File: src/ocp_pkg_tapdiv.sv
/*
 * Shared constants and types for the octal serial capture clocking block, and
 * the tap-mode serial clock divider with launch/capture tap pulses.
 * Assumes one reference clock, aclk, with a synchronous active-low reset.
 */
`timescale 1ns/1ps
`default_nettype none
package ocp_pkg;
  // register byte offsets
  localparam logic [7:0] CTRL_OFS   = 8'h00;
  localparam logic [7:0] PHYCFG_OFS = 8'h04;
  localparam logic [7:0] TAP_OFS    = 8'h08;
  localparam logic [7:0] STAT_OFS   = 8'h0c;
  // field positions
  localparam int CTRL_EN_POS   = 0;
  localparam int CTRL_MODE_POS = 1;
  localparam int CTRL_TOPO_POS = 2;
  localparam int CTRL_DDR_POS  = 4;
  localparam int PHY_TX_POS    = 0;
  localparam int PHY_RX_POS    = 16;
  localparam int TAP_TX_POS    = 0;
  localparam int TAP_RX_POS    = 8;
  localparam int DLY_W         = 7;
  localparam int TAPSEL_W      = 3;
  // reset values
  localparam logic [DLY_W-1:0]    DLY_RST = 7'h00;
  localparam logic [TAPSEL_W-1:0] TAP_RST = 3'h0;
  // reference and serial clock rates
  localparam int REF_MAX_MHZ  = 200;
  localparam int SDR_DIV      = 4;
  localparam int DDR_DIV      = 8;
  localparam int SDR_MAX_MHZ  = REF_MAX_MHZ / SDR_DIV;
  localparam int DDR_MAX_MHZ  = REF_MAX_MHZ / DDR_DIV;
  // axi responses
  localparam logic [1:0] RESP_OKAY   = 2'h0;
  localparam logic [1:0] RESP_SLVERR = 2'h2;

  typedef enum logic {MODE_PHY = 1'b0, MODE_TAP = 1'b1} ocp_mode_t;
  typedef enum logic [1:0] {
    TOPO_NONE     = 2'b00,
    TOPO_INT_PHY  = 2'b01,
    TOPO_INT_PAD  = 2'b10,
    TOPO_STROBE   = 2'b11
  } ocp_topo_t;
  typedef enum logic [1:0] {
    CAP_REF      = 2'b00,
    CAP_LOOPBACK = 2'b01,
    CAP_STROBE   = 2'b10
  } ocp_cap_t;
  typedef struct packed {
    logic      ddr;
    ocp_topo_t topo;
    ocp_mode_t mode;
    logic      en;
  } ocp_ctrl_t;
  localparam ocp_ctrl_t CTRL_RST = '{ddr: 1'b0, topo: TOPO_INT_PHY, mode: MODE_PHY, en: 1'b0};
endpackage
`default_nettype wire

`default_nettype none
module ocp_tapdiv (
  // clock and reset
  input  wire logic                         aclk,
  input  wire logic                         aresetn,
  // configuration
  input  wire logic                         run_i,
  input  wire logic                         ddr_i,
  input  wire logic [ocp_pkg::TAPSEL_W-1:0] tx_tap_i,
  input  wire logic [ocp_pkg::TAPSEL_W-1:0] rx_tap_i,
  // divided clock and tap pulses
  output logic                              sclk_q,
  output logic                              launch_q,
  output logic                              capture_q
);
  logic [2:0] ph_q;
  logic [2:0] last;
  logic [2:0] half;
  logic       ddr_q;

  assign last = ddr_i ? 3'(ocp_pkg::DDR_DIV - 1) : 3'(ocp_pkg::SDR_DIV - 1);
  assign half = ddr_i ? 3'(ocp_pkg::DDR_DIV / 2) : 3'(ocp_pkg::SDR_DIV / 2);

  // phase restarts on a rate change, and the clock pulse in progress can be cut short
  always_ff @(posedge aclk) begin
    ddr_q <= ddr_i;
    if (!aresetn || !run_i || ddr_q != ddr_i) begin
      ph_q <= 3'h0;
    end else begin
      ph_q <= (ph_q == last) ? 3'h0 : ph_q + 3'h1;
    end
  end

  always_ff @(posedge aclk) begin
    if (!aresetn) begin
      sclk_q    <= 1'b0;
      launch_q  <= 1'b0;
      capture_q <= 1'b0;
    end else begin
      sclk_q    <= run_i && ph_q >= half;
      launch_q  <= run_i && ph_q == (tx_tap_i & last);
      capture_q <= run_i && ph_q == (rx_tap_i & last);
    end
  end
endmodule
`default_nettype wire

File: src/ocp_capture_clocking.sv
/*
 * Capture clock control for an octal serial flash interface: mode and topology
 * selection, serial clock generation, delay-line settings, AXI4-Lite registers.
 * Assumes aclk is the internal reference clock and the PHY muxes clocks itself.
 */
// What this block does
// two receive capture modes exist, delay-line PHY mode and tap mode, chosen by configuration.
// PHY mode makes one full serial clock per reference cycle at SDR and half of one at DDR.
// the internal PHY loopback topology captures with the reference clock.
// the internal pad loopback topology captures with the loopback clock returned through the strobe pin.
// the strobe topology captures with the strobe that the memory drives.
// SDR is refused with pad loopback or strobe topology.
// DDR is refused with pad loopback topology.
// tap mode divides the reference clock by 4 for SDR and by 8 for DDR.
// tap mode offers selectable taps moving transmit launch and receive capture.
// tap mode supports only no-loopback, capturing with the reference clock.
// in tap mode the reference clock may not exceed 200MHz, giving 50MHz SDR and 25MHz DDR at most.
// separate transmit and receive delay-line settings are held and applied in all modes.
// any unsupported mode, topology and rate combination is flagged and not run.
`timescale 1ns/1ps
`default_nettype none
module ocp_capture_clocking #(
  parameter int REF_CLK_MHZ = 200
) (
  // clock and reset
  input  wire logic        aclk,
  input  wire logic        aresetn,
  // axi4-lite write
  input  wire logic [7:0]  awaddr,
  input  wire logic        awvalid,
  output logic             awready,
  input  wire logic [31:0] wdata,
  input  wire logic [3:0]  wstrb,
  input  wire logic        wvalid,
  output logic             wready,
  output logic [1:0]       bresp,
  output logic             bvalid,
  input  wire logic        bready,
  // axi4-lite read
  input  wire logic [7:0]  araddr,
  input  wire logic        arvalid,
  output logic             arready,
  output logic [31:0]      rdata,
  output logic [1:0]       rresp,
  output logic             rvalid,
  input  wire logic        rready,
  // memory side pins
  input  wire logic        strobe_pin,
  output logic             serial_clk_out,
  output logic             loopback_clk_out,
  // phy controls
  output logic             phy_en,
  output logic             phy_half_cycle,
  output logic [1:0]       capture_sel,
  output logic [6:0]       tx_delay_line_setting,
  output logic [6:0]       rx_delay_line_setting,
  output logic             tap_launch,
  output logic             tap_capture,
  output logic             cfg_error
);
  ////////////////////////////////////////////////////////////////////////////
  ocp_pkg::ocp_ctrl_t               ctrl_q;
  logic [ocp_pkg::DLY_W-1:0]        tx_dly_q, rx_dly_q;
  logic [ocp_pkg::TAPSEL_W-1:0]     tx_tap_q, rx_tap_q;
  logic                             aw_have_q, w_have_q, awready_q, wready_q, bvalid_q;
  logic                             arready_q, rvalid_q;
  logic [1:0]                       bresp_q, rresp_q;
  logic [31:0]                      rdata_q, wdata_q;
  logic [3:0]                       wstrb_q;
  logic [7:0]                       awaddr_q;
  logic                             aw_fire, w_fire, ar_fire, wr_go;
  logic                             aw_have_d, w_have_d, bvalid_d, rvalid_d;
  logic [31:0]                      rd_val, wr_img;
  logic                             rd_hit;
  logic [2:0]                       strb_sync_q;
  logic                             strobe_lvl_q;
  logic                             combo_bad, rate_ok, run_phy, run_tap;
  logic                             phy_en_q, phy_half_q, lb_q, err_q;
  ocp_pkg::ocp_cap_t                cap_q;
  logic                             tap_sclk, tap_launch_w, tap_capture_w;

  function automatic logic [31:0] merge(input logic [31:0] old_v, input logic [31:0] new_v,
                                        input logic [3:0] strb);
    logic [31:0] r;
    r = old_v;
    for (int i = 0; i < 4; i++) begin
      if (strb[i]) begin
        r[i*8 +: 8] = new_v[i*8 +: 8];
      end
    end
    return r;
  endfunction

  function automatic logic [31:0] reg_image(input logic [7:0] a, input ocp_pkg::ocp_ctrl_t c,
                                            input logic [6:0] tx, input logic [6:0] rx,
                                            input logic [2:0] tt, input logic [2:0] rt,
                                            input logic [7:0] st);
    logic [31:0] r;
    r = 32'h0;
    unique case (a)
      ocp_pkg::CTRL_OFS:   r[4:0] = c;
      ocp_pkg::PHYCFG_OFS: begin
        r[ocp_pkg::PHY_TX_POS +: ocp_pkg::DLY_W] = tx;
        r[ocp_pkg::PHY_RX_POS +: ocp_pkg::DLY_W] = rx;
      end
      ocp_pkg::TAP_OFS: begin
        r[ocp_pkg::TAP_TX_POS +: ocp_pkg::TAPSEL_W] = tt;
        r[ocp_pkg::TAP_RX_POS +: ocp_pkg::TAPSEL_W] = rt;
      end
      ocp_pkg::STAT_OFS:   r[7:0] = st;
      default:             r = 32'h0;
    endcase
    return r;
  endfunction

  ////////////////////////////////////////////////////////////////////////////
  // axi4-lite slave: one write and one read in flight, address and data in any order
  assign aw_fire   = awvalid && awready_q;
  assign w_fire    = wvalid && wready_q;
  assign ar_fire   = arvalid && arready_q;
  assign wr_go     = aw_have_q && w_have_q;
  assign aw_have_d = !wr_go && (aw_have_q || aw_fire);
  assign w_have_d  = !wr_go && (w_have_q || w_fire);
  assign bvalid_d  = wr_go || (bvalid_q && !bready);
  assign rvalid_d  = ar_fire || (rvalid_q && !rready);
  assign rd_hit    = araddr == ocp_pkg::CTRL_OFS || araddr == ocp_pkg::PHYCFG_OFS ||
                     araddr == ocp_pkg::TAP_OFS || araddr == ocp_pkg::STAT_OFS;
  assign rd_val    = reg_image(araddr, ctrl_q, tx_dly_q, rx_dly_q, tx_tap_q, rx_tap_q,
                               {2'h0, rate_ok, strobe_lvl_q, 2'(cap_q), run_phy || run_tap, err_q});
  assign wr_img    = merge(reg_image(awaddr_q, ctrl_q, tx_dly_q, rx_dly_q, tx_tap_q, rx_tap_q, 8'h0),
                           wdata_q, wstrb_q);

  always_ff @(posedge aclk) begin
    if (!aresetn) begin
      aw_have_q <= 1'b0;
      w_have_q  <= 1'b0;
      awready_q <= 1'b0;
      wready_q  <= 1'b0;
      bvalid_q  <= 1'b0;
      bresp_q   <= ocp_pkg::RESP_OKAY;
      awaddr_q  <= 8'h00;
      wdata_q   <= 32'h0;
      wstrb_q   <= 4'h0;
    end else begin
      aw_have_q <= aw_have_d;
      w_have_q  <= w_have_d;
      awready_q <= !aw_have_d && !bvalid_d;
      wready_q  <= !w_have_d && !bvalid_d;
      bvalid_q  <= bvalid_d;
      if (aw_fire) begin
        awaddr_q <= awaddr;
      end
      if (w_fire) begin
        wdata_q <= wdata;
        wstrb_q <= wstrb;
      end
      if (wr_go) begin
        bresp_q <= (awaddr_q == ocp_pkg::CTRL_OFS || awaddr_q == ocp_pkg::PHYCFG_OFS ||
                    awaddr_q == ocp_pkg::TAP_OFS) ? ocp_pkg::RESP_OKAY : ocp_pkg::RESP_SLVERR;
      end
    end
  end

  always_ff @(posedge aclk) begin
    if (!aresetn) begin
      arready_q <= 1'b0;
      rvalid_q  <= 1'b0;
      rdata_q   <= 32'h0;
      rresp_q   <= ocp_pkg::RESP_OKAY;
    end else begin
      arready_q <= !rvalid_d;
      rvalid_q  <= rvalid_d;
      if (ar_fire) begin
        rdata_q <= rd_val;
        rresp_q <= rd_hit ? ocp_pkg::RESP_OKAY : ocp_pkg::RESP_SLVERR;
      end
    end
  end

  ////////////////////////////////////////////////////////////////////////////
  // configuration registers
  always_ff @(posedge aclk) begin
    if (!aresetn) begin
      ctrl_q <= ocp_pkg::CTRL_RST;
    end else if (wr_go && awaddr_q == ocp_pkg::CTRL_OFS) begin
      ctrl_q <= ocp_pkg::ocp_ctrl_t'(wr_img[4:0]);
    end
  end

  always_ff @(posedge aclk) begin
    if (!aresetn) begin
      tx_dly_q <= ocp_pkg::DLY_RST;
      rx_dly_q <= ocp_pkg::DLY_RST;
    end else if (wr_go && awaddr_q == ocp_pkg::PHYCFG_OFS) begin
      tx_dly_q <= wr_img[ocp_pkg::PHY_TX_POS +: ocp_pkg::DLY_W];
      rx_dly_q <= wr_img[ocp_pkg::PHY_RX_POS +: ocp_pkg::DLY_W];
    end
  end

  always_ff @(posedge aclk) begin
    if (!aresetn) begin
      tx_tap_q <= ocp_pkg::TAP_RST;
      rx_tap_q <= ocp_pkg::TAP_RST;
    end else if (wr_go && awaddr_q == ocp_pkg::TAP_OFS) begin
      tx_tap_q <= wr_img[ocp_pkg::TAP_TX_POS +: ocp_pkg::TAPSEL_W];
      rx_tap_q <= wr_img[ocp_pkg::TAP_RX_POS +: ocp_pkg::TAPSEL_W];
    end
  end

  ////////////////////////////////////////////////////////////////////////////
  // legality of mode, topology and rate
  assign rate_ok = REF_CLK_MHZ <= ocp_pkg::REF_MAX_MHZ;
  always_comb begin
    combo_bad = 1'b0;
    unique case (ctrl_q.mode)
      ocp_pkg::MODE_TAP: combo_bad = ctrl_q.topo != ocp_pkg::TOPO_NONE || !rate_ok;
      ocp_pkg::MODE_PHY: begin
        unique case (ctrl_q.topo)
          ocp_pkg::TOPO_NONE:    combo_bad = 1'b1;
          ocp_pkg::TOPO_INT_PHY: combo_bad = 1'b0;
          ocp_pkg::TOPO_INT_PAD: combo_bad = 1'b1;
          ocp_pkg::TOPO_STROBE:  combo_bad = !ctrl_q.ddr;
        endcase
      end
    endcase
  end
  // an illegal setup is reported and kept stopped rather than run half right
  assign run_phy = ctrl_q.en && !combo_bad && ctrl_q.mode == ocp_pkg::MODE_PHY;
  assign run_tap = ctrl_q.en && !combo_bad && ctrl_q.mode == ocp_pkg::MODE_TAP;

  ////////////////////////////////////////////////////////////////////////////
  // capture clock source and phy clocking
  always_ff @(posedge aclk) begin
    if (!aresetn) begin
      cap_q      <= ocp_pkg::CAP_REF;
      phy_en_q   <= 1'b0;
      phy_half_q <= 1'b0;
      lb_q       <= 1'b0;
      err_q      <= 1'b0;
    end else begin
      unique case (ctrl_q.topo)
        ocp_pkg::TOPO_INT_PAD: cap_q <= ocp_pkg::CAP_LOOPBACK;
        ocp_pkg::TOPO_STROBE:  cap_q <= ocp_pkg::CAP_STROBE;
        default:               cap_q <= ocp_pkg::CAP_REF;
      endcase
      phy_en_q   <= run_phy;
      phy_half_q <= ctrl_q.ddr;
      lb_q       <= run_phy && ctrl_q.topo == ocp_pkg::TOPO_INT_PAD;
      err_q      <= ctrl_q.en && combo_bad;
    end
  end

  // strobe pin is asynchronous: three stages, level accepted when the last two agree
  always_ff @(posedge aclk) begin
    if (!aresetn) begin
      strb_sync_q  <= 3'h0;
      strobe_lvl_q <= 1'b0;
    end else begin
      strb_sync_q <= {strb_sync_q[1:0], strobe_pin};
      if (strb_sync_q[1] == strb_sync_q[2]) begin
        strobe_lvl_q <= strb_sync_q[2];
      end
    end
  end

  ocp_tapdiv u_tapdiv (
    .aclk      (aclk),
    .aresetn   (aresetn),
    .run_i     (run_tap),
    .ddr_i     (ctrl_q.ddr),
    .tx_tap_i  (tx_tap_q),
    .rx_tap_i  (rx_tap_q),
    .sclk_q    (tap_sclk),
    .launch_q  (tap_launch_w),
    .capture_q (tap_capture_w)
  );

  ////////////////////////////////////////////////////////////////////////////
  assign awready               = awready_q;
  assign wready                = wready_q;
  assign bvalid                = bvalid_q;
  assign bresp                 = bresp_q;
  assign arready               = arready_q;
  assign rvalid                = rvalid_q;
  assign rdata                 = rdata_q;
  assign rresp                 = rresp_q;
  assign serial_clk_out        = tap_sclk;
  assign loopback_clk_out      = lb_q;
  assign phy_en                = phy_en_q;
  assign phy_half_cycle        = phy_half_q;
  assign capture_sel           = cap_q;
  assign tx_delay_line_setting = tx_dly_q;
  assign rx_delay_line_setting = rx_dly_q;
  assign tap_launch            = tap_launch_w;
  assign tap_capture           = tap_capture_w;
  assign cfg_error             = err_q;
endmodule
`default_nettype wire

File: config.mk
export PLATFORM = sky130hd
export DESIGN_NAME = ocp_capture_clocking
export DESIGN_NICKNAME = d
export VERILOG_FILES = /design/src/ocp_pkg_tapdiv.sv /design/src/ocp_capture_clocking.sv
export SDC_FILE = /design/constraint.sdc
export NUM_CORES = 1
export LEC_CHECK = 0
export ABC_AREA = 1
export BUFFER_PORTS_ARGS = -buffer_cell sky130_fd_sc_hd__buf_2
export CAP_MARGIN = 20
export CORE_ASPECT_RATIO = 1.75
export CORE_MARGIN = 8
export CORE_UTILIZATION = 50
export CTS_CLUSTER_DIAMETER = 40
export DETAILED_ROUTE_END_ITERATION = 8
export GPL_TIMING_DRIVEN = 0
export PLACE_DENSITY = 0.9
export RECOVER_POWER = 100
export SLEW_MARGIN = 20
export SYNTH_ARGS = -nofsm -noshare
export SYNTH_HDL_FRONTEND = slang
export SYNTH_HIERARCHICAL = 1
export SYNTH_SLANG_ARGS = --single-unit
export TNS_END_PERCENT = 30
File: constraint.sdc
create_clock -name aclk -period 1.7 [get_ports aclk]
set_input_delay 0.085 -clock aclk [delete_from_list [all_inputs] [get_ports aclk]]
set_output_delay 0.085 -clock aclk [all_outputs]
set_load 0.02 [all_outputs]
==> results.md, run 1 <==
* Status: completed
* Number of global-route vias before repair at 3968
* Final worst-path cycle share at 0.896
* Clock-pin transition on the worst setup and hold timing paths at roughly 60 ps
* Cell Rows at 43
* Max-cap viol count at 0
* Post-Synthesis Cell Area at 0.00408 sq mm
* Multi-input logic area at 0.00174 sq mm
* Fmax at 657 MHz
* RSZ-0062 raised after global routing: false
* All-Layer GR Usage at 0.198
* Fillers at 723
* Share of post-route cells with drive strength above 1 at 0.137
* Cell area power density at approximately 1000 mW/mm^2
* WL/cell at 14.7 microns
* Area contributors post-synth: dfxtp_1 47%, nand2_1 9.1%, nor2_1 7.4%
* Area after DPL at 0.00470 sq mm
* Crit-path most repeated cell: nand2_1
* Hold EP: wdata_q[1]$_SDFFE_PN0P_
* Routed Wire Length at 11400 microns
* First-pass GRT wire length at 18400 microns
* Initial Utilization at 0.515
* Mapped Cells at 553
* Post-synthesis register bit count at 96
* Pwr Total at 5020 uW
* Hpwl dp at between 8000 and 9000 microns
* Max-slew violation count at 0
* WS Path Type: flop to flop
* Setup_tns at 0 ps
* Clock Path Buffers at 2
* Iteration-0 DRC Markers at 273
* Hold Fails Final Rpt at 0
* Cts bufs inserted at 9
* Hold path depth at 3
* Hold_sp: wdata[1]
* Yosys top cell by area: dfxtp_1
* CTS Sinks at 96
* Yosys top cell area share at 0.471
* R2R Path End: rx_delay_line_setting[4]$_SDFFE_PN0P_
* Peak VDD IR at 744 uV
* Routability Congestion at 0.900
* Crit path largest cell delay at 340 ps
* Worst skew pair latency at 350 ps
* Critical path endpoint category: flop
* Worst Hold Class: primary input to flop
* WP data arrival at 1740 ps
* Startpoint Class: flop
* Final core utilization at 0.634
* Root Driver: clkbuf_16
* Worst EP required at 1910 ps
* GRT Residual Overflow at 0
* Antenna fix cells at 0
* Mean Syn Cell Area at 7.37 sq um
* Max stage delay cell, worst path: dfxtp_1
* Max-slew headroom at 0.587
* Largest net degree at the start of global routing at 16
* Crit path time final at 1520 ps
* # IOs at 124
* Initial antenna violation count at 0
* Lkg Pwr at 0.00218 uW
* Fraction of registers with async set/reset at 0
* Worst Tran Pin Value at approximately 620 ps
* Post-synth top flop: dfxtp_1
* Vias/cell at 5.17
* R2R setup slack at between 150 and 200 ps
* Drt first pass iters at 4
* Register Area at 0.00192 sq mm
* Nets at 742
* Synthesis Warnings at 6
* Seq/Total Area, Yosys at 0.471
* Launch point of the worst reg-to-reg path: awaddr_q[3]$_SDFFE_PN0P_
* Core footprint at 0.00791 sq mm
* EDFF count, synth at 0
* Die area at 0.0114 sq mm
* # port buffers at 90
* H-tree level count at 3
* Area Overhead vs Synth at 23.1%
* CTS tree: done
* CP Cell Sequence: inv_1, nand2_1, nor2_4, nand3_4, inv_4, nand2_1, nand2_1, a21oi_2
* Count of cell types in the netlist at 29
* Die width at 84.3 microns
* DIE HEIGHT at 135 microns
* Antenna Violating Nets Remaining at 0
* Final setup fails at 0
* DRC viols at 0
* Worst Reg-to-Reg Cells at 8
* Crit-path max FO at 8
* Total number of vias at ~4.0k
* Final Cell Area at between 0.005 and 0.006 sq mm
* Post-route clock skew at about 7 ps
[timing repair]
| action | CTS | global route |
|---|---|---|
| hold buffers | 8 | 0 |
| endpoints found under the hold margin | 8 | 0 |
| setup endpoints to repair | 0 | 4 |
| buffers inserted | 0 | 0 |
| gates resized for setup | 0 | 1 |
[stage by stage]
stage	hold slack (ps)	instances	setup WS, ps
after floorplan	183	570	444
after global placement	270	750	249
final	3.43	774	177
after global routing	24.5	774	38.3
after CTS	1.06	774	162
after detailed placement	277	750	179
[cells in the mapped netlist (3+ instances only)]
master / number
nand3_1: 39
a21oi_1: 48
clkbuf_1: 13
inv_2: 3
nand2_1: 99
a21oi_2: 5
nor2_1: 80
nand2_2: 4
buf_4: 19
o21ai_0: 58
inv_1: 55
nand3_2: 5
ha_1: 3
nor3_1: 3
dfxtp_1: 96
[worst max-delay path: cells and delay by family, from the launching register on]
family	cells	cell delay [ps]
AO/OA/AOI/OAI	1	50
AND/OR/NAND/NOR	5	760
flip-flops	1	340
buffers and inverters	2	230
[cells by family after synthesis]
group                    count (synthesis)  synth area share
adder cells (fa/ha/maj)                  3           0.00921
AND/OR/NAND/NOR                        236             0.249
XOR/XNOR                                 2           0.00430
other                                    1          0.000920
AO/OA/AOI/OAI                          117             0.151
buffers and inverters                   98             0.114
flip-flops                              96             0.471
[sequential cells by signal, summed over array words and instances, names as in the netlist, 2 cells and up]
| signal | cells |
|---|---|
| u_tapdiv/ph_q | 3 |
| ctrl_q | 5 |
| rx_tap_q | 3 |
| wdata_q | 17 |
| wstrb_q | 3 |
| tx_tap_q | 3 |
| awaddr_q | 8 |
| rx_delay_line_setting | 7 |
| strb_sync_q | 3 |
| tx_delay_line_setting | 7 |
| capture_sel | 2 |
| rdata | 17 |
[worst max-delay path by stage]
stage | start | to | slack [ps] | cells past startpoint
CTS | ctrl_q[4]$_SDFFE_PN0P_ | u_tapdiv/launch_q$_SDFF_PN0_ | 160 | 8
global route | awaddr_q[5]$_SDFFE_PN0P_ | rx_tap_q[0]$_SDFFE_PN0P_ | 40 | 8
detailed placement | ctrl_q[4]$_SDFFE_PN0P_ | u_tapdiv/launch_q$_SDFF_PN0_ | 180 | 8
floorplan | arready$_SDFF_PN0_ | rdata[0]$_SDFFE_PN0P_ | 440 | 5
global placement | ctrl_q[4]$_SDFFE_PN0P_ | u_tapdiv/capture_q$_SDFF_PN0_ | 250 | 8
finish | awaddr_q[3]$_SDFFE_PN0P_ | rx_delay_line_setting[4]$_SDFFE_PN0P_ | 180 | 8
[power breakdown]
part / leakage (uW) / total [uW] / internal [uW] / switching [uW]
Clock: 0.000150 / 2070 / 1230 / 846
Combinational: 0.00125 / 541 / 185 / 356
Sequential: 0.000783 / 2400 / 2340 / 56.8
[cell type report]
cell class / count / area share
tap: 90 / 0.0224
sequential: 96 / 0.383
clock inverter: 3 / 0.00948
timing repair buffer: 98 / 0.0938
clock buffer: 13 / 0.0519
buffer: 37 / 0.0454
inverter: 61 / 0.0466
multi-input combinational: 376 / 0.347
[routing by layer]
layer	vias up	wire length (microns)	global-route usage	part of all wire
li1	1993	-	-	-
met1	1809	4260	0.189	0.38
met2	162	5750	0.351	0.51
met3	35	800	0.0633	0.070
met4	0	554	0.133	0.049
met5	-	0	0	0
[layout by cell type (no fill, tap or decap), drive strengths merged]
master	count
nand2	103
dfxtp	96
nor2	84
clkbuf	75
buf	65
inv	61
o21ai	58
a21oi	53
nand3	45
conb	18
dlygate4sd3	8
nor3	3
ha	3
a211oi	2
a31oi	2
xnor2	2
o211ai	2
clkinv	2
nand4	1
bufinv	1
Note: power is estimated with default switching activity, not from simulation.
==> run 2, diff against run 1 <==
--- a/config.mk
+++ b/config.mk
@@ -6,15 +6,15 @@
 export NUM_CORES = 1
 export LEC_CHECK = 0
 export ABC_AREA = 1
-export BUFFER_PORTS_ARGS = -buffer_cell sky130_fd_sc_hd__buf_2
 export CAP_MARGIN = 20
 export CORE_ASPECT_RATIO = 1.75
 export CORE_MARGIN = 8
 export CORE_UTILIZATION = 50
 export CTS_CLUSTER_DIAMETER = 40
 export DETAILED_ROUTE_END_ITERATION = 8
+export DONT_BUFFER_PORTS = 1
 export GPL_TIMING_DRIVEN = 0
-export PLACE_DENSITY = 0.9
+export PLACE_DENSITY = 0.77
 export RECOVER_POWER = 100
 export SLEW_MARGIN = 20
 export SYNTH_ARGS = -nofsm -noshare
==> results.md, run 2 (synthesis results as in run 1) <==
* Final worst-path cycle share at 0.897 (+0.00150)
* Critical path endpoint category: flop
* Final Non-Filler Cells at 711 (-8.1%)
* Area Overhead vs Synth at 20.0%
* Startpoint Class: flop
* Pwr Total at 5040 uW (+0.50%)
* Most frequent cells in the layout: 101 x nand2_1, 96 x dfxtp_1, 80 x nor2_1
* DIE HEIGHT at 135 microns (unchanged)
* # IOs at 124 (unchanged)
* Cell area power density at 1030 mW/mm^2 (+3.0%)
* Routed Wire Length at 10800 microns (-5.1%)
* Crit-path max FO at 10 (+2)
* Post-route clock skew at 8.95 ps (+1.73 ps)
* Worst Reg-to-Reg Cells at 5 (-3)
* Worst setup endpoint: rdata[2]$_SDFFE_PN0P_
* WL/cell at 15.2 microns (+3.3%)
* Total number of vias at 3745 (-6.4%)
* Peak VDD IR at 782 uV (+5.1%)
* Placed Cells at 660 (-12%)
* Final core utilization at 0.619 (-0.0157)
* R2R Path End: rdata[2]$_SDFFE_PN0P_
* Crit path time final at 1530 ps (+2.55 ps)
* WS Path Type: flop to flop
* R2R setup slack at 170 ps (about the same)
* Crit path launch: arready$_SDFF_PN0_
* H-tree level count at 3 (unchanged)
* RSZ-0062 raised after global routing: false
* Root Driver: clkbuf_16
* Core footprint at 0.00791 sq mm (unchanged)
* Fillers at 709 (-1.9%)
* Post-cts repair resize count at 0 (unchanged)
* Grt met1 use at 0.189 (-0.000524)
* Max-slew headroom at 0.590 (+0.00319)
* Worst Tran Pin Value at 615 ps (-4.79 ps)
* Status: completed
* Hold Fails Final Rpt at 0 (unchanged)
* Launch point of the worst reg-to-reg path: arready$_SDFF_PN0_
* Initial antenna violation count at 0 (unchanged)
* Setup_tns at 0 ps (unchanged)
* Final setup fails at 0 (unchanged)
* CTS tree: done
* Worst EP required at 1970 ps (+60 ps)
* Commonest non-fill, non-tap cell in the layout: nand2_1
* Vias/cell at 5.27 (+1.9%)
* Worst Hold Class: primary input to flop
* GR peak layer: met2
* Initial Utilization at 0.515 (unchanged)
* # port buffers at 0 (-100%)
* Grt met2 use at 0.328 (-0.0222)
* Clock Path Buffers at 2 (unchanged)
* Max-cap viol count at 0 (unchanged)
* Antenna Violating Nets Remaining at 0 (unchanged)
* CTS Sinks at 96 (unchanged)
* Max-slew violation count at 0 (unchanged)
* GRT Residual Overflow at 0 (unchanged)
* WP data arrival at 1800 ps (+60 ps)
* Iteration-0 DRC Markers at 220 (-19%)
* Die width at 84.3 microns (unchanged)
* Cts bufs inserted at 9 (unchanged)
* DRC viols at 0 (unchanged)
* Routability Congestion at 0.884 (-1.8%)
* Area after DPL at 0.00425 sq mm (-9.6%)
* Hpwl dp at 8130 microns (-5.6%)
* Number of global-route vias before repair at 3640 (-8.3%)
* Met3 usage at 0.0572 (-0.00602)
* Worst skew pair latency at 340 ps (about the same)
* Clock-pin transition on the worst setup and hold timing paths at 70 ps (about the same)
* Die area at 0.0114 sq mm (unchanged)
* Nets at 678 (-8.6%)
* Drt first pass iters at 5 (+1)
* Cell Rows at 43 (unchanged)
* Final Cell Area at 0.00489 sq mm (-2.5%)
* Share of post-route cells with drive strength above 1 at 0.0823 (-0.0552)
* Largest net degree at the start of global routing at 16 (unchanged)
* All-Layer GR Usage at 0.187 (-0.0111)
* First-pass GRT wire length at 17400 microns (-5.2%)
* Lkg Pwr at 0.00207 uW (-5.1%)
* Fmax at 655 MHz (-0.17%)
[run 2: where the power goes]
part	switching [uW]	internal (uW)
clock	829	1300
sequential	101	2340
combinational	289	180
total	1220	3820
[run 2: critical path, stage by stage, from the launching register on]
cell and delay, ps:
dfxtp_1 450, nand2_1 180, inv_1 160, clkbuf_1 360, o21ai_0 160, a21oi_1 140
[run 2: through the flow]
stage	worst slack, ps	hold WS, ps
5_1_grt	33.6	74.2
4_1_cts	167	42.6
6_report	174	52.3
3_5_place_dp	187	193
2_1_floorplan	444	183
3_3_place_gp	188	194
[run 2: worst min-delay path by stage]
stage,from,to,slack (ps),cells past startpoint
floorplan,strobe_pin,strb_sync_q[0]$_SDFF_PN0_,180,2
global placement,strobe_pin,strb_sync_q[0]$_SDFF_PN0_,190,2
detailed placement,strobe_pin,strb_sync_q[0]$_SDFF_PN0_,190,2
CTS,aresetn,tx_tap_q[1]$_SDFFE_PN0P_,40,4
global route,aresetn,tx_tap_q[1]$_SDFFE_PN0P_,70,4
finish,aresetn,tx_tap_q[1]$_SDFFE_PN0P_,50,4
[run 2: layer usage]
layer	routed length [microns]	vias to the layer above	share of wire
li1	-	1863	-
met1	3840	1682	0.36
met2	5570	170	0.52
met3	1010	30	0.093
met4	361	0	0.034
met5	0	-	0
[run 2: cell type report]
class | instances | area (sq um) | share of cell area
sequential | 96 | 1920 | 0.393
multi-input combinational | 376 | 1740 | 0.355
timing repair buffer | 34 | 340 | 0.0696
clock buffer | 12 | 236 | 0.0483
inverter | 61 | 234 | 0.0478
buffer | 37 | 228 | 0.0465
tap | 90 | 113 | 0.0230
clock inverter | 4 | 77.6 | 0.0159
antenna | 1 | 2.50 | 0.000512
[run 2: repair_timing]
item / 4_1_cts / 5_1_grt
hold buffers: 34 / 0
endpoints found under the setup margin: 0 / 0
buffers inserted: 0 / 0
hold endpoints to repair: 34 / 0
==> run 3, diff against run 2 <==
--- a/config.mk
+++ b/config.mk
@@ -8,7 +8,7 @@
 export ABC_AREA = 1
 export CAP_MARGIN = 20
 export CORE_ASPECT_RATIO = 1.75
-export CORE_MARGIN = 8
+export CORE_MARGIN = 2
 export CORE_UTILIZATION = 50
 export CTS_CLUSTER_DIAMETER = 40
 export DETAILED_ROUTE_END_ITERATION = 8
==> results.md, run 3 (synthesis results as in run 1) <==
* # IOs at 124 (unchanged)
* Switching share of power at 0.251 (+0.00868)
* Die area at 0.00892 sq mm (-22%)
* Largest net degree at the start of global routing at 17 (+1)
* Crit path launch: awaddr_q[1]$_SDFFE_PN0P_
* Worst EP required at 1970 ps (about the same)
* Grt met2 use at 0.413 (+0.0845)
* Met3 usage at 0.0432 (-0.0140)
* Clk pwr share at 0.406 (-0.016)
* Placed Cells at 660 (unchanged)
* Final Non-Filler Cells at 709 (-0.28%)
* Max-slew violation count at 0 (unchanged)
* Routed Wire Length at 9880 microns (-8.3%)
* Register Area at 0.00192 sq mm (about the same)
* Number of global-route vias before repair at 3513 (-3.5%)
* Launch point of the worst reg-to-reg path: awaddr_q[1]$_SDFFE_PN0P_
* Core footprint at 0.00791 sq mm (unchanged)
* Critical path endpoint category: flop
* Most frequent cells in the layout: 100 x nand2_1, 95 x dfxtp_1, 81 x nor2_1
* Grt met1 use at 0.246 (+0.0569)
* WS Path Type: flop to flop
* Cts bufs inserted at 9 (unchanged)
* # port buffers at 0 (unchanged)
* Worst Reg-to-Reg Cells at 8 (+3)
* Multi-input logic area at 0.00173 sq mm (-0.29%)
* Max-slew headroom at 0.573 (-0.0168)
* Startpoint Class: flop
* CTS tree: done
* Fmax at 633 MHz (-3.4%)
* Status: completed
* WP data arrival at 1850 ps (+50 ps)
* Hold Fails Final Rpt at 0 (unchanged)
* Initial antenna violation count at 0 (unchanged)
* Final setup fails at 0 (unchanged)
* Internal at 3660 uW (-4.1%)
* R2R setup slack at 120 ps (-50 ps)
* Crit-path max FO at 10 (unchanged)
* Final worst-path cycle share at 0.929 (+0.0318)
* Fillers at 676 (-4.7%)
* Peak VDD IR at 781 uV (-0.15%)
* Root Driver: clkbuf_16
* Max-cap viol count at 0 (unchanged)
* Routability Congestion at 0.956 (+8.2%)
* Commonest non-fill, non-tap cell in the layout: nand2_1
* Hold_sp: aresetn
* Antenna fix cells at 0 (-1)
* Nets at 678 (unchanged)
* Clock Path Buffers at 2 (unchanged)
* GRT Residual Overflow at 0 (unchanged)
* R2R Path End: rx_delay_line_setting[1]$_SDFFE_PN0P_
* Lkg Pwr at 0.00206 uW (-0.58%)
* Antenna Violating Nets Remaining at 0 (unchanged)
* Psw at 1230 uW (+0.48%)
* Hpwl dp at 7230 microns (-11%)
* Total number of vias at 3748 (+0.080%)
* Logic pwr share at 0.094 (about the same)
* All-Layer GR Usage at 0.226 (+0.0394)
* Worst skew pair latency at 340 ps (about the same)
* Worst Hold Class: primary input to flop
* Area Overhead vs Synth at 19.1%
* Share of post-route cells with drive strength above 1 at 0.0889 (+0.00659)
* Worst setup endpoint: rx_delay_line_setting[1]$_SDFFE_PN0P_
* RSZ-0062 raised after global routing: false
* H-tree level count at 3 (unchanged)
* Crit path time final at 1580 ps (+54.1 ps)
* Hold_ws at 61.0 ps (+8.72 ps)
* Vias/cell at 5.29 (+0.36%)
* Initial Utilization at 0.515 (unchanged)
* Cell Rows at 43 (unchanged)
* Clock-pin transition on the worst setup and hold timing paths at 70 ps (about the same)
* GR peak layer: met2
* CTS Sinks at 96 (unchanged)
* Postcts setup bufs at 0 (unchanged)
* Die width at 72.3 microns (-14%)
* Iteration-0 DRC Markers at 279 (+27%)
* Worst Tran Pin Value at 640 ps (+25.1 ps)
* DIE HEIGHT at 123 microns (-8.9%)
* WL/cell at 13.9 microns (-8.0%)
* Drt first pass iters at 5 (unchanged)
* DRC viols at 0 (unchanged)
* Cell area power density at 1010 mW/mm^2 (-2.2%)
* Post-route clock skew at 6.53 ps (-2.42 ps)
* Sequential share of power at 0.499 (+0.014)
* First-pass GRT wire length at 15600 microns (-10%)
* Setup_tns at 0 ps (unchanged)
==> run 3: final cells by class <==
cell class / instances / share of cell area
inverters: 61 / 0.0482
plain buffers: 37 / 0.0443
multi-input cells: 376 / 0.357
clock inverters: 6 / 0.0142
well taps: 90 / 0.0232
flip-flops and latches: 96 / 0.396
clock buffers: 9 / 0.0464
repair buffers: 34 / 0.0701
==> run 3: layer usage <==
layer  part of all wire  vias up
li1                   -     1869
met1               0.38     1712
met2               0.53      150
met3              0.068       17
met4              0.024        0
met5                  0        -
==> run 3: how the worst min path moves through the flow <==
stage,endpoint,depth (start not counted)
after global routing,ctrl_q[0]$_SDFFE_PN0P_,4
after CTS,tx_tap_q[1]$_SDFFE_PN0P_,4
after global placement,strb_sync_q[0]$_SDFF_PN0_,2
final,tx_delay_line_setting[2]$_SDFFE_PN0P_,4
after floorplan,strb_sync_q[0]$_SDFF_PN0_,2
after detailed placement,strb_sync_q[0]$_SDFF_PN0_,2
==> run 3: what timing repair did <==
action,CTS,global route
endpoints found under the setup margin,0,5
hold buffers,34,0
hold endpoints to repair,34,0
gates resized for setup,0,1
==> run 3: power groups by stage <==
stage	registers (uW)	logic (uW)	clock network (uW)
after floorplan	2470	330	0
after global placement	2490	387	0
after detailed placement	2490	397	0
after CTS	2440	461	2020
after global routing	2450	521	2110
final	2440	461	1990
==> run 3: through the flow <==
step,utilization,instance area (sq um),setup WS [ps],power [uW]
2_1_floorplan,-,4140,444,2800
3_3_place_gp,0.538,4250,205,2870
3_5_place_dp,0.538,4250,160,2890
4_1_cts,0.618,4890,144,4920
5_1_grt,0.614,4850,9.95,5080
6_report,0.614,4850,120,4890
==> run 3: worst max-delay path, stage by stage, from the launching register on <==
cell and delay (ps):
dfxtp_1 310, inv_1 80, nand2_2 90, nor2_4 170, nand3_1 210, inv_4 160
clkbuf_4 250, nand3_2 80, a21oi_2 160
